--- src/pbsd_pkg.sv ---
// shared widths, encodings and carriers for the burst sram cycle decode
package pbsd_pkg;

  // word layout: two lanes of eight data bits plus one parity bit each
  localparam int ADDR_W = 18;
  localparam int LANE_W = 9;
  localparam int LANE_N = 2;
  localparam int DATA_W = LANE_W * LANE_N;

  // burst counter steps the two lowest address bits
  localparam int BURST_W = 2;

  // sleep entry and exit each take this many clock cycles
  localparam int SLEEP_CYCLES = 2;
  localparam int SLEEP_CNT_W = 2;
  localparam logic [SLEEP_CNT_W-1:0] SLEEP_CNT_LAST = SLEEP_CNT_W'(SLEEP_CYCLES - 1);
  localparam logic [SLEEP_CNT_W-1:0] SLEEP_CNT_RST = 2'h0;

  // reset values and the burst counter step
  localparam logic [ADDR_W-1:0] ADDR_RST = 18'h00000;
  localparam logic [DATA_W-1:0] DATA_RST = 18'h00000;
  localparam logic [LANE_N-1:0] LANES_OFF = 2'h0;
  localparam logic [BURST_W-1:0] BURST_RST = 2'h0;
  localparam logic [BURST_W-1:0] BURST_STEP = 2'h1;

  // operation held in a pipeline stage
  typedef enum logic [2:0]
  {
    OP_IDLE = 3'b000,
    OP_READ = 3'b001,
    OP_WRITE = 3'b010,
    OP_ABORT = 3'b011
  } pbsd_op_t;

  // kind of burst latched at its first beat
  typedef enum logic [1:0]
  {
    BURST_NONE = 2'b00,
    BURST_READ = 2'b01,
    BURST_WRITE = 2'b10
  } pbsd_burst_t;

  // sleep sequencer states
  typedef enum logic [1:0]
  {
    SLP_AWAKE = 2'b00,
    SLP_ENTER = 2'b01,
    SLP_ASLEEP = 2'b10,
    SLP_EXIT = 2'b11
  } pbsd_sleep_t;

  // synchronous control pins sampled at each rising edge
  typedef struct packed {
    logic clock_hold_n;
    logic chip_sel_one_n;
    logic chip_sel_two;
    logic chip_sel_three_n;
    logic advance_load;
    logic write_request_n;
    logic [LANE_N-1:0] lane_write_sel_n;
  } pbsd_ctrl_t;

  // one registered access in the pipeline
  typedef struct packed {
    pbsd_op_t op;
    logic [ADDR_W-1:0] addr;
    logic [LANE_N-1:0] lanes;
  } pbsd_stage_t;

  localparam pbsd_stage_t STAGE_IDLE = pbsd_stage_t'{OP_IDLE, ADDR_RST, LANES_OFF};

endpackage : pbsd_pkg

--- src/pbsd_burst_counter.sv ---
// two-bit burst address sequencer, linear or interleaved
`timescale 1ns/1ns
module pbsd_burst_counter
  import pbsd_pkg::*;
(
  input wire logic clk,
  input wire logic rst,
  input wire logic load,
  input wire logic advance,
  input wire logic [BURST_W-1:0] start_low,
  input wire logic interleave,
  output logic [BURST_W-1:0] next_low
);

  logic [BURST_W-1:0] base_reg;
  logic [BURST_W-1:0] base_next;
  logic [BURST_W-1:0] cnt_reg;
  logic [BURST_W-1:0] cnt_next;
  logic [BURST_W-1:0] step_cnt;

  // load restarts the sequence, advance moves one beat on, wrapping after four
  always_comb
  begin
    base_next = base_reg;
    cnt_next = cnt_reg;
    if (load)
    begin
      base_next = start_low;
      cnt_next = BURST_RST;
    end
    else if (advance)
    begin
      cnt_next = cnt_reg + BURST_STEP;
    end
  end

  always_ff @(posedge clk)
  begin
    if (rst)
    begin
      base_reg <= BURST_RST;
      cnt_reg <= BURST_RST;
    end
    else
    begin
      base_reg <= base_next;
      cnt_reg <= cnt_next;
    end
  end

  // address of the following beat: sum for linear, exclusive-or for interleaved
  always_comb
  begin
    step_cnt = cnt_reg + BURST_STEP;
    next_low = interleave ? (base_reg ^ step_cnt) : (base_reg + step_cnt);
  end

endmodule : pbsd_burst_counter

--- src/pbsd_cycle_decode.sv ---
// synchronous cycle decode of a pipelined common-io burst sram
//
// Overview of operation
// - inactive select with load starts deselect; advance continues
// - all selects, load, no write begins read
// - advance during read burst reads next address
// - read begun with drive off stays tri-stated
// - dummy continuation advances address, bus tri-stated
// - selects, load, write, some lane starts write
// - advance in write burst writes next address
// - write start with no lanes is abort
// - continuation with no lanes advances, writes nothing
// - clock hold high ignores the edge entirely
// - lanes decoded from write request and selects
// - any write cycle tri-states all data lanes
// - drive enable acts unclocked, masked during writes
// - read data driven only while drive enabled
// - reset leaves device deselected, bus tri-stated
// - burst counter wraps four, linear or interleaved
// - read data appears one edge after address
// - sleep overrides all, two cycles in and out
`timescale 1ns/1ns
module pbsd_cycle_decode
  import pbsd_pkg::*;
(
  input wire logic clk,
  input wire logic rst,
  input wire pbsd_ctrl_t ctrl,
  input wire logic [ADDR_W-1:0] addr,
  input wire logic burst_order,
  input wire logic sleep_request,
  input wire logic output_drive_en_n,
  input wire logic [DATA_W-1:0] dq_in,
  output logic [DATA_W-1:0] dq_out,
  output logic dq_oe,
  output logic core_rd_en,
  output logic [ADDR_W-1:0] core_rd_addr,
  input wire logic [DATA_W-1:0] core_rd_data,
  output logic [LANE_N-1:0] core_wr_en,
  output logic [ADDR_W-1:0] core_wr_addr,
  output logic [DATA_W-1:0] core_wr_data,
  output pbsd_op_t cycle_op,
  output logic sleep_active
);

  // asynchronous pin synchronisers
  logic sleep_sync1_reg;
  logic sleep_sync1_next;
  logic sleep_sync2_reg;
  logic sleep_sync2_next;
  logic order_sync1_reg;
  logic order_sync1_next;
  logic order_sync2_reg;
  logic order_sync2_next;

  // sleep sequencer
  pbsd_sleep_t sleep_state_reg;
  pbsd_sleep_t sleep_state_next;
  logic [SLEEP_CNT_W-1:0] sleep_cnt_reg;
  logic [SLEEP_CNT_W-1:0] sleep_cnt_next;
  logic sleep_active_reg;
  logic sleep_active_next;

  // access pipeline
  pbsd_burst_t burst_kind_reg;
  pbsd_burst_t burst_kind_next;
  pbsd_stage_t stage1_reg;
  pbsd_stage_t stage1_next;
  pbsd_stage_t stage2_reg;
  pbsd_stage_t stage2_next;
  logic read_drive_reg;
  logic read_drive_next;
  logic [DATA_W-1:0] dq_out_reg;
  logic [DATA_W-1:0] dq_out_next;
  logic rd_en_reg;
  logic rd_en_next;
  logic [ADDR_W-1:0] rd_addr_reg;
  logic [ADDR_W-1:0] rd_addr_next;
  logic [LANE_N-1:0] wr_en_reg;
  logic [LANE_N-1:0] wr_en_next;
  logic [ADDR_W-1:0] wr_addr_reg;
  logic [ADDR_W-1:0] wr_addr_next;
  logic [DATA_W-1:0] wr_data_reg;
  logic [DATA_W-1:0] wr_data_next;

  // decode terms
  logic awake;
  logic edge_live;
  logic all_sel;
  logic any_lane;
  logic cnt_load;
  logic cnt_adv;
  logic [BURST_W-1:0] burst_next_low;
  logic [ADDR_W-1:0] burst_addr;
  logic [LANE_N-1:0] lane_sel_n;

  // sleep and mode pins pass two flip-flops before any use
  always_comb
  begin
    sleep_sync1_next = sleep_request;
    sleep_sync2_next = sleep_sync1_reg;
    order_sync1_next = burst_order;
    order_sync2_next = order_sync1_reg;
  end

  always_ff @(posedge clk)
  begin
    if (rst)
    begin
      sleep_sync1_reg <= 1'b0;
      sleep_sync2_reg <= 1'b0;
      order_sync1_reg <= 1'b0;
      order_sync2_reg <= 1'b0;
    end
    else
    begin
      sleep_sync1_reg <= sleep_sync1_next;
      sleep_sync2_reg <= sleep_sync2_next;
      order_sync1_reg <= order_sync1_next;
      order_sync2_reg <= order_sync2_next;
    end
  end

  // sleep entry and exit, each spending a fixed number of cycles
  always_comb
  begin
    sleep_state_next = sleep_state_reg;
    sleep_cnt_next = sleep_cnt_reg;
    case (sleep_state_reg)
      SLP_AWAKE:
      begin
        if (sleep_sync2_reg)
        begin
          sleep_state_next = SLP_ENTER;
          sleep_cnt_next = SLEEP_CNT_RST;
        end
      end
      SLP_ENTER:
      begin
        if (sleep_cnt_reg == SLEEP_CNT_LAST)
        begin
          sleep_state_next = SLP_ASLEEP;
          sleep_cnt_next = SLEEP_CNT_RST;
        end
        else
        begin
          sleep_cnt_next = sleep_cnt_reg + 2'h1;
        end
      end
      SLP_ASLEEP:
      begin
        if (!sleep_sync2_reg)
        begin
          sleep_state_next = SLP_EXIT;
          sleep_cnt_next = SLEEP_CNT_RST;
        end
      end
      SLP_EXIT:
      begin
        if (sleep_cnt_reg == SLEEP_CNT_LAST)
        begin
          sleep_state_next = SLP_AWAKE;
          sleep_cnt_next = SLEEP_CNT_RST;
        end
        else
        begin
          sleep_cnt_next = sleep_cnt_reg + 2'h1;
        end
      end
      default:
      begin
        sleep_state_next = SLP_AWAKE;
        sleep_cnt_next = SLEEP_CNT_RST;
      end
    endcase
    sleep_active_next = (sleep_state_next != SLP_AWAKE);
  end

  always_ff @(posedge clk)
  begin
    if (rst)
    begin
      sleep_state_reg <= SLP_AWAKE;
      sleep_cnt_reg <= SLEEP_CNT_RST;
      sleep_active_reg <= 1'b0;
    end
    else
    begin
      sleep_state_reg <= sleep_state_next;
      sleep_cnt_reg <= sleep_cnt_next;
      sleep_active_reg <= sleep_active_next;
    end
  end

  // decode terms for the current edge
  assign awake = (sleep_state_reg == SLP_AWAKE);
  assign edge_live = awake && !ctrl.clock_hold_n;
  assign all_sel = !ctrl.chip_sel_one_n && ctrl.chip_sel_two && !ctrl.chip_sel_three_n;
  assign lane_sel_n = ctrl.lane_write_sel_n;
  assign any_lane = !(&lane_sel_n);
  assign burst_addr = {stage1_reg.addr[ADDR_W-1:BURST_W], burst_next_low};

  pbsd_burst_counter u_burst
  (
    .clk(clk),
    .rst(rst),
    .load(cnt_load),
    .advance(cnt_adv),
    .start_low(addr[BURST_W-1:0]),
    .interleave(order_sync2_reg),
    .next_low(burst_next_low)
  );

  // cycle decode, read output stage and late write stage
  always_comb
  begin
    burst_kind_next = burst_kind_reg;
    stage1_next = stage1_reg;
    stage2_next = stage2_reg;
    read_drive_next = read_drive_reg;
    dq_out_next = dq_out_reg;
    rd_en_next = 1'b0;
    rd_addr_next = rd_addr_reg;
    wr_en_next = LANES_OFF;
    wr_addr_next = wr_addr_reg;
    wr_data_next = wr_data_reg;
    cnt_load = 1'b0;
    cnt_adv = 1'b0;
    if (!awake)
    begin
      // pending accesses are dropped while sleeping
      burst_kind_next = BURST_NONE;
      stage1_next = STAGE_IDLE;
      stage2_next = STAGE_IDLE;
      read_drive_next = 1'b0;
    end
    else if (edge_live)
    begin
      // data of the access registered on the previous edge goes out now
      read_drive_next = (stage1_reg.op == OP_READ);
      if (stage1_reg.op == OP_READ)
      begin
        dq_out_next = core_rd_data;
      end
      // write data is taken on the second edge after its address
      stage2_next = stage1_reg;
      if (stage2_reg.op == OP_WRITE)
      begin
        wr_en_next = stage2_reg.lanes;
        wr_addr_next = stage2_reg.addr;
        wr_data_next = dq_in;
      end
      if (!ctrl.advance_load)
      begin
        stage1_next.lanes = LANES_OFF;
        if (!all_sel)
        begin
          burst_kind_next = BURST_NONE;
          stage1_next.op = OP_IDLE;
        end
        else if (ctrl.write_request_n)
        begin
          burst_kind_next = BURST_READ;
          stage1_next.op = OP_READ;
          stage1_next.addr = addr;
          rd_en_next = 1'b1;
          rd_addr_next = addr;
          cnt_load = 1'b1;
        end
        else
        begin
          // a write with no lane selected is kept as an abort beat
          burst_kind_next = BURST_WRITE;
          stage1_next.op = any_lane ? OP_WRITE : OP_ABORT;
          stage1_next.addr = addr;
          stage1_next.lanes = ~lane_sel_n;
          cnt_load = 1'b1;
        end
      end
      else
      begin
        case (burst_kind_reg)
          BURST_READ:
          begin
            stage1_next.op = OP_READ;
            stage1_next.addr = burst_addr;
            stage1_next.lanes = LANES_OFF;
            rd_en_next = 1'b1;
            rd_addr_next = burst_addr;
            cnt_adv = 1'b1;
          end
          BURST_WRITE:
          begin
            stage1_next.op = any_lane ? OP_WRITE : OP_ABORT;
            stage1_next.addr = burst_addr;
            stage1_next.lanes = ~lane_sel_n;
            cnt_adv = 1'b1;
          end
          default:
          begin
            stage1_next.op = OP_IDLE;
            stage1_next.lanes = LANES_OFF;
          end
        endcase
      end
    end
  end

  always_ff @(posedge clk)
  begin
    if (rst)
    begin
      burst_kind_reg <= BURST_NONE;
      stage1_reg <= STAGE_IDLE;
      stage2_reg <= STAGE_IDLE;
      read_drive_reg <= 1'b0;
      dq_out_reg <= DATA_RST;
      rd_en_reg <= 1'b0;
      rd_addr_reg <= ADDR_RST;
      wr_en_reg <= LANES_OFF;
      wr_addr_reg <= ADDR_RST;
      wr_data_reg <= DATA_RST;
    end
    else
    begin
      burst_kind_reg <= burst_kind_next;
      stage1_reg <= stage1_next;
      stage2_reg <= stage2_next;
      read_drive_reg <= read_drive_next;
      dq_out_reg <= dq_out_next;
      rd_en_reg <= rd_en_next;
      rd_addr_reg <= rd_addr_next;
      wr_en_reg <= wr_en_next;
      wr_addr_reg <= wr_addr_next;
      wr_data_reg <= wr_data_next;
    end
  end

  // drive enable gates the registered read state without a clock
  assign dq_oe = read_drive_reg && !output_drive_en_n;
  assign dq_out = dq_out_reg;
  assign core_rd_en = rd_en_reg;
  assign core_rd_addr = rd_addr_reg;
  assign core_wr_en = wr_en_reg;
  assign core_wr_addr = wr_addr_reg;
  assign core_wr_data = wr_data_reg;
  assign cycle_op = stage1_reg.op;
  assign sleep_active = sleep_active_reg;

  // checks on the decode
  desel_bus_a: assert property (@(posedge clk) disable iff (rst)
    edge_live && !ctrl.advance_load && !all_sel |=> ##1 !dq_oe)
    else $error("deselect did not tri-state the bus");

  read_addr_a: assert property (@(posedge clk) disable iff (rst)
    edge_live && !ctrl.advance_load && all_sel && ctrl.write_request_n
    |=> rd_en_reg && rd_addr_reg == $past(addr) && stage1_reg.op == OP_READ)
    else $error("read begin did not use the external address");

  read_cont_a: assert property (@(posedge clk) disable iff (rst)
    edge_live && ctrl.advance_load && burst_kind_reg == BURST_READ
    |=> rd_en_reg && burst_kind_reg == BURST_READ)
    else $error("read burst did not continue");

  dummy_read_a: assert property (@(posedge clk) disable iff (rst)
    edge_live && !ctrl.advance_load && all_sel && ctrl.write_request_n && output_drive_en_n
    |=> core_rd_en && core_rd_addr == $past(addr))
    else $error("dummy read skipped the core access");

  lane_decode_a: assert property (@(posedge clk) disable iff (rst)
    edge_live && !ctrl.advance_load && all_sel && !ctrl.write_request_n
    |=> stage1_reg.lanes == ~$past(lane_sel_n))
    else $error("lane selects decoded wrongly");

  write_late_a: assert property (@(posedge clk) disable iff (rst)
    edge_live && stage2_reg.op == OP_WRITE
    |=> core_wr_en == $past(stage2_reg.lanes) && core_wr_data == $past(dq_in))
    else $error("write beat not taken on the second edge");

  abort_quiet_a: assert property (@(posedge clk) disable iff (rst)
    stage2_reg.op != OP_WRITE |=> core_wr_en == LANES_OFF)
    else $error("aborted beat wrote the core");

  stall_hold_a: assert property (@(posedge clk) disable iff (rst)
    awake && ctrl.clock_hold_n
    |=> stage1_reg == $past(stage1_reg) && burst_kind_reg == $past(burst_kind_reg)
        && !core_rd_en && core_wr_en == LANES_OFF)
    else $error("held edge changed the operation");

  write_tri_a: assert property (@(posedge clk) disable iff (rst)
    edge_live && (stage1_reg.op == OP_WRITE || stage1_reg.op == OP_ABORT) |=> !dq_oe)
    else $error("bus driven during a write cycle");

  read_pipe_a: assert property (@(posedge clk) disable iff (rst)
    edge_live && stage1_reg.op == OP_READ
    |=> read_drive_reg && dq_out == $past(core_rd_data))
    else $error("read data not presented one edge later");

  reset_idle_a: assert property (@(posedge clk)
    $past(rst) && !rst |-> !dq_oe && burst_kind_reg == BURST_NONE && !sleep_active)
    else $error("not deselected after reset");

  sleep_enter_a: assert property (@(posedge clk) disable iff (rst)
    sleep_state_reg == SLP_AWAKE && sleep_sync2_reg
    |=> sleep_state_reg == SLP_ENTER ##1 sleep_state_reg == SLP_ENTER
        ##1 sleep_state_reg == SLP_ASLEEP && !dq_oe)
    else $error("sleep entry not two cycles");

endmodule : pbsd_cycle_decode

--- config.mk ---
export PLATFORM = sky130hd
export DESIGN_NAME = pbsd_cycle_decode
export DESIGN_NICKNAME = d
export VERILOG_FILES = /design/src/pbsd_pkg.sv /design/src/pbsd_burst_counter.sv /design/src/pbsd_cycle_decode.sv
export SDC_FILE = /design/constraint.sdc
export NUM_CORES = 1
export LEC_CHECK = 0
export ABC_AREA = 1
export ABC_CLOCK_PERIOD_IN_PS = 1500
export BUFFER_PORTS_ARGS = -buffer_cell sky130_fd_sc_hd__buf_2
export CAP_MARGIN = 20
export CORE_MARGIN = 3
export CORE_UTILIZATION = 54
export CTS_BUF_LIST = sky130_fd_sc_hd__clkbuf_8
export CTS_CLUSTER_DIAMETER = 50
export CTS_CLUSTER_SIZE = 28
export DETAILED_ROUTE_END_ITERATION = 12
export PLACE_DENSITY = 0.82
export SKIP_CTS_REPAIR_TIMING = 1
export SLEW_MARGIN = 20
export SYNTH_ARGS = -nofsm -noshare
export SYNTH_HDL_FRONTEND = slang
export SYNTH_SLANG_ARGS = --single-unit
--- constraint.sdc ---
create_clock -name clk -period 1.5 [get_ports clk]
set_input_delay 0.15 -clock clk [delete_from_list [all_inputs] [get_ports clk]]
set_output_delay 0.15 -clock clk [all_outputs]
set_load 0.05 [all_outputs]
==> impl_metrics.yaml <==
run_status:
  status: "complete, but fails checks"
  violations: "hold timing"
sta:
  rsz0062_at_grt: "yes"
  period_needed_ps: 1500
  hold_viol: 2
  final-setup-viol-count: 0
  drv_slew: 0
  worst_hold_slack_ps: -12.1
  period_share_pct: 99.7
  final.setup_skew_ps: 10.6
  max_freq_mhz: 668
cells_and_area:
  final_common_cell: "nor2_1"
  layout_common_cells: "nor2_1, buf_2, dfxtp_1"
  regArea_um2: 2700
  largest_register_ffs: 22
  fillers: 686
  n_antenna_cell: 0
  nets: 950
  areaGrowthSynthToFinish_pct: 35.5
  multi_input_area_um2: 2180
  drive_gt1_share_pct: 24.9
  finalNonFillerCells: 1021
critical_path:
  path_delay_family: "simple AND/OR/NAND/NOR gates"
  crit_chain: "nor2_4 > nand2_8 > inv_4 > nand3_4 > buf_4 > o21ai_0 > nor2_1"
  critPathLaunchType: "flip-flop"
  arrival_ps: 1810
  required_ps: 1820
  crit_path_end_kind: "flip-flop"
  path_max_fanout: 12
  path_buf_inv: 2
  cpPeakStageDelay_ps: 360
  reg2reg_slack_ps: 4
  slowest_stage: "dfxtp_1"
  r2r_cells: 7
  reg2reg_to: "core_wr_data[9]"
  r2r_start: "sleep_state_reg[0]"
  crit_type: "flip-flop to flip-flop"
floorplan:
  dieArea_um2: 10800
  io_pins: 147
  fp.coreArea_um2: 9280
  chipWidth_um: 104
  initial_utilization_pct: 56.0
  floorplan.rows: 35
  die_h_um: 104
detailed_routing:
  routedWlPerCell_um: 14.0
  drt_first_pass_iters: 6
  finalWirelength_um: 14300
  drtIter0Drc: 389
  ant_nets: 0
  route.detailed.drc: 0
  dr_total_vias: 5259
  via_per_inst: 5.15
global_routing:
  antenna_found_initial: 0
  grtUsageMet1_pct: 28.6
  grt_usage_pct: 22.9
  grt_first_pass_wirelength_um: 20500
  use_met2_pct: 38.7
  use_met3_pct: 6.95
  grt_pass1_vias: 4494
  grt_overflow: 0
  grt_max_degree: 35
  top_usage_layer: "met2"
clock_network:
  worstSkewPairLatency_ps: 430
  cts_sinks: 135
  htreeDepth: 4
  cts_buffers: 17
  cts-root-buf: "clkbuf_8"
  clk_pin_slew_ps: 80
  cts_buffer_depth: 2
  cts_tree: "yes"
synth:
  syn_inst: 695
  mappedNetlistArea_um2: 5200
  netlist-cell-type-count: 29
  synth_edf_count: 0
  async_reset_ff_share_pct: 0
  syn-num-nets: 766
  avgSynthCellArea_um2: 7.48
  synth_top_flop_cell: "dfxtp_1"
  ys_seq_area_share_pct: 52.0
  synth_seq_cells: 135
  ys_warn_count: 0
power_and_ir_drop:
  peakVddDrop_mv: 0.656
  leakagePower_nw: 3.24
  p_per_area_nw_per_um2: 1180
  power.total_w: 0.00829
worst_hold_path:
  hold_path_depth: 3
  hold_start: "core_rd_data[16]"
  min_to: "dq_out[16]"
  hp-class: "primary input to flip-flop"
placement:
  io_buffers: 145
  gp_congestion: 0.866
  dpl.hpwl_um: 9160
  dp.cells: 948
flow_run:
  max_cap_viol_count: 0
[worst max path at each step]
stage                       start            endpoint  slack (ps)  cells past startpoint
2_1_floorplan   burst_kind_reg[1]    core_rd_addr[13]         170                     10
3_3_place_gp    burst_kind_reg[0]  u_burst.cnt_reg[1]          50                      9
3_5_place_dp    burst_kind_reg[1]     core_rd_addr[1]         -20                      9
4_1_cts         burst_kind_reg[1]     core_rd_addr[1]         -40                      9
5_1_grt        sleep_state_reg[0]          dq_out[11]         -40                      7
6_report       sleep_state_reg[0]     core_wr_data[9]           4                      7
[through the flow]
stage / utilization (%) / instance area, um2 / setup TNS (ps) / setup WS (ps)
4_1_cts: 70.3 / 6530 / -361 / -41.0
2_1_floorplan: - / 5200 / 0 / 173
3_5_place_dp: 65.2 / 6060 / -69.8 / -23.5
3_3_place_gp: 65.2 / 6060 / 0 / 54.8
6_report: 75.9 / 7050 / 0 / 3.91
5_1_grt: 75.9 / 7050 / -192 / -38.9
[where the power goes]
part | switching, W | internal, W
clock | 0.00143 | 0.00204
combinational | 0.000669 | 0.000367
sequential | 0.0000670 | 0.00371
[metal layers]
layer | wire length, um | share of wire (%)
met1 | 5900 | 41
met2 | 7170 | 50
met3 | 1070 | 7.5
met4 | 150 | 1.1
met5 | 0 | 0
[worst min-delay path, cell delays in order]
cell and delay (ps):
buf_2 80, o21ai_0 70, nor2_1 80
[final cells by class]
cell class,instances,share of cell area (%)
Timing Repair Buffer,208,19.5
Multi-Input combinational cell,479,30.9
Tap cell,129,2.29
Sequential cell,135,38.4
Clock inverter,14,3.18
Inverter,38,2.20
Clock buffer,18,3.52
[cells by family after synthesis]
| logic type | Yosys count | share of synthesized area [%] |
|---|---|---|
| DFF | 135 | 52.0 |
| other | 1 | 0.0721 |
| AOI/OAI and AO/OA | 140 | 13.7 |
| adders and majority gates | 4 | 0.962 |
| and+or+nand+nor | 334 | 26.0 |
| buffers and inverters | 81 | 7.34 |
[cell usage after synthesis (2+ instances only)]
library cell  instances  share of area (%)
nor2_1              191                 14
dfxtp_1             135                 52
nand2_1             101                7.3
o21ai_0              84                8.1
inv_1                32                2.3
a21oi_1              30                2.9
nand3_1              26                2.5
o21ai_1              21                2.0
buf_2                19                1.8
clkbuf_1             15                1.1
buf_4                 5               0.72
buf_6                 4               0.87
ha_1                  4               0.96
inv_2                 4               0.29
nor3_1                4               0.38
nand2_2               3               0.36
a31oi_1               2               0.24
inv_4                 2               0.24
nand3b_1              2               0.29
nor2_2                2               0.24
Power figures use the tool's default switching activity.
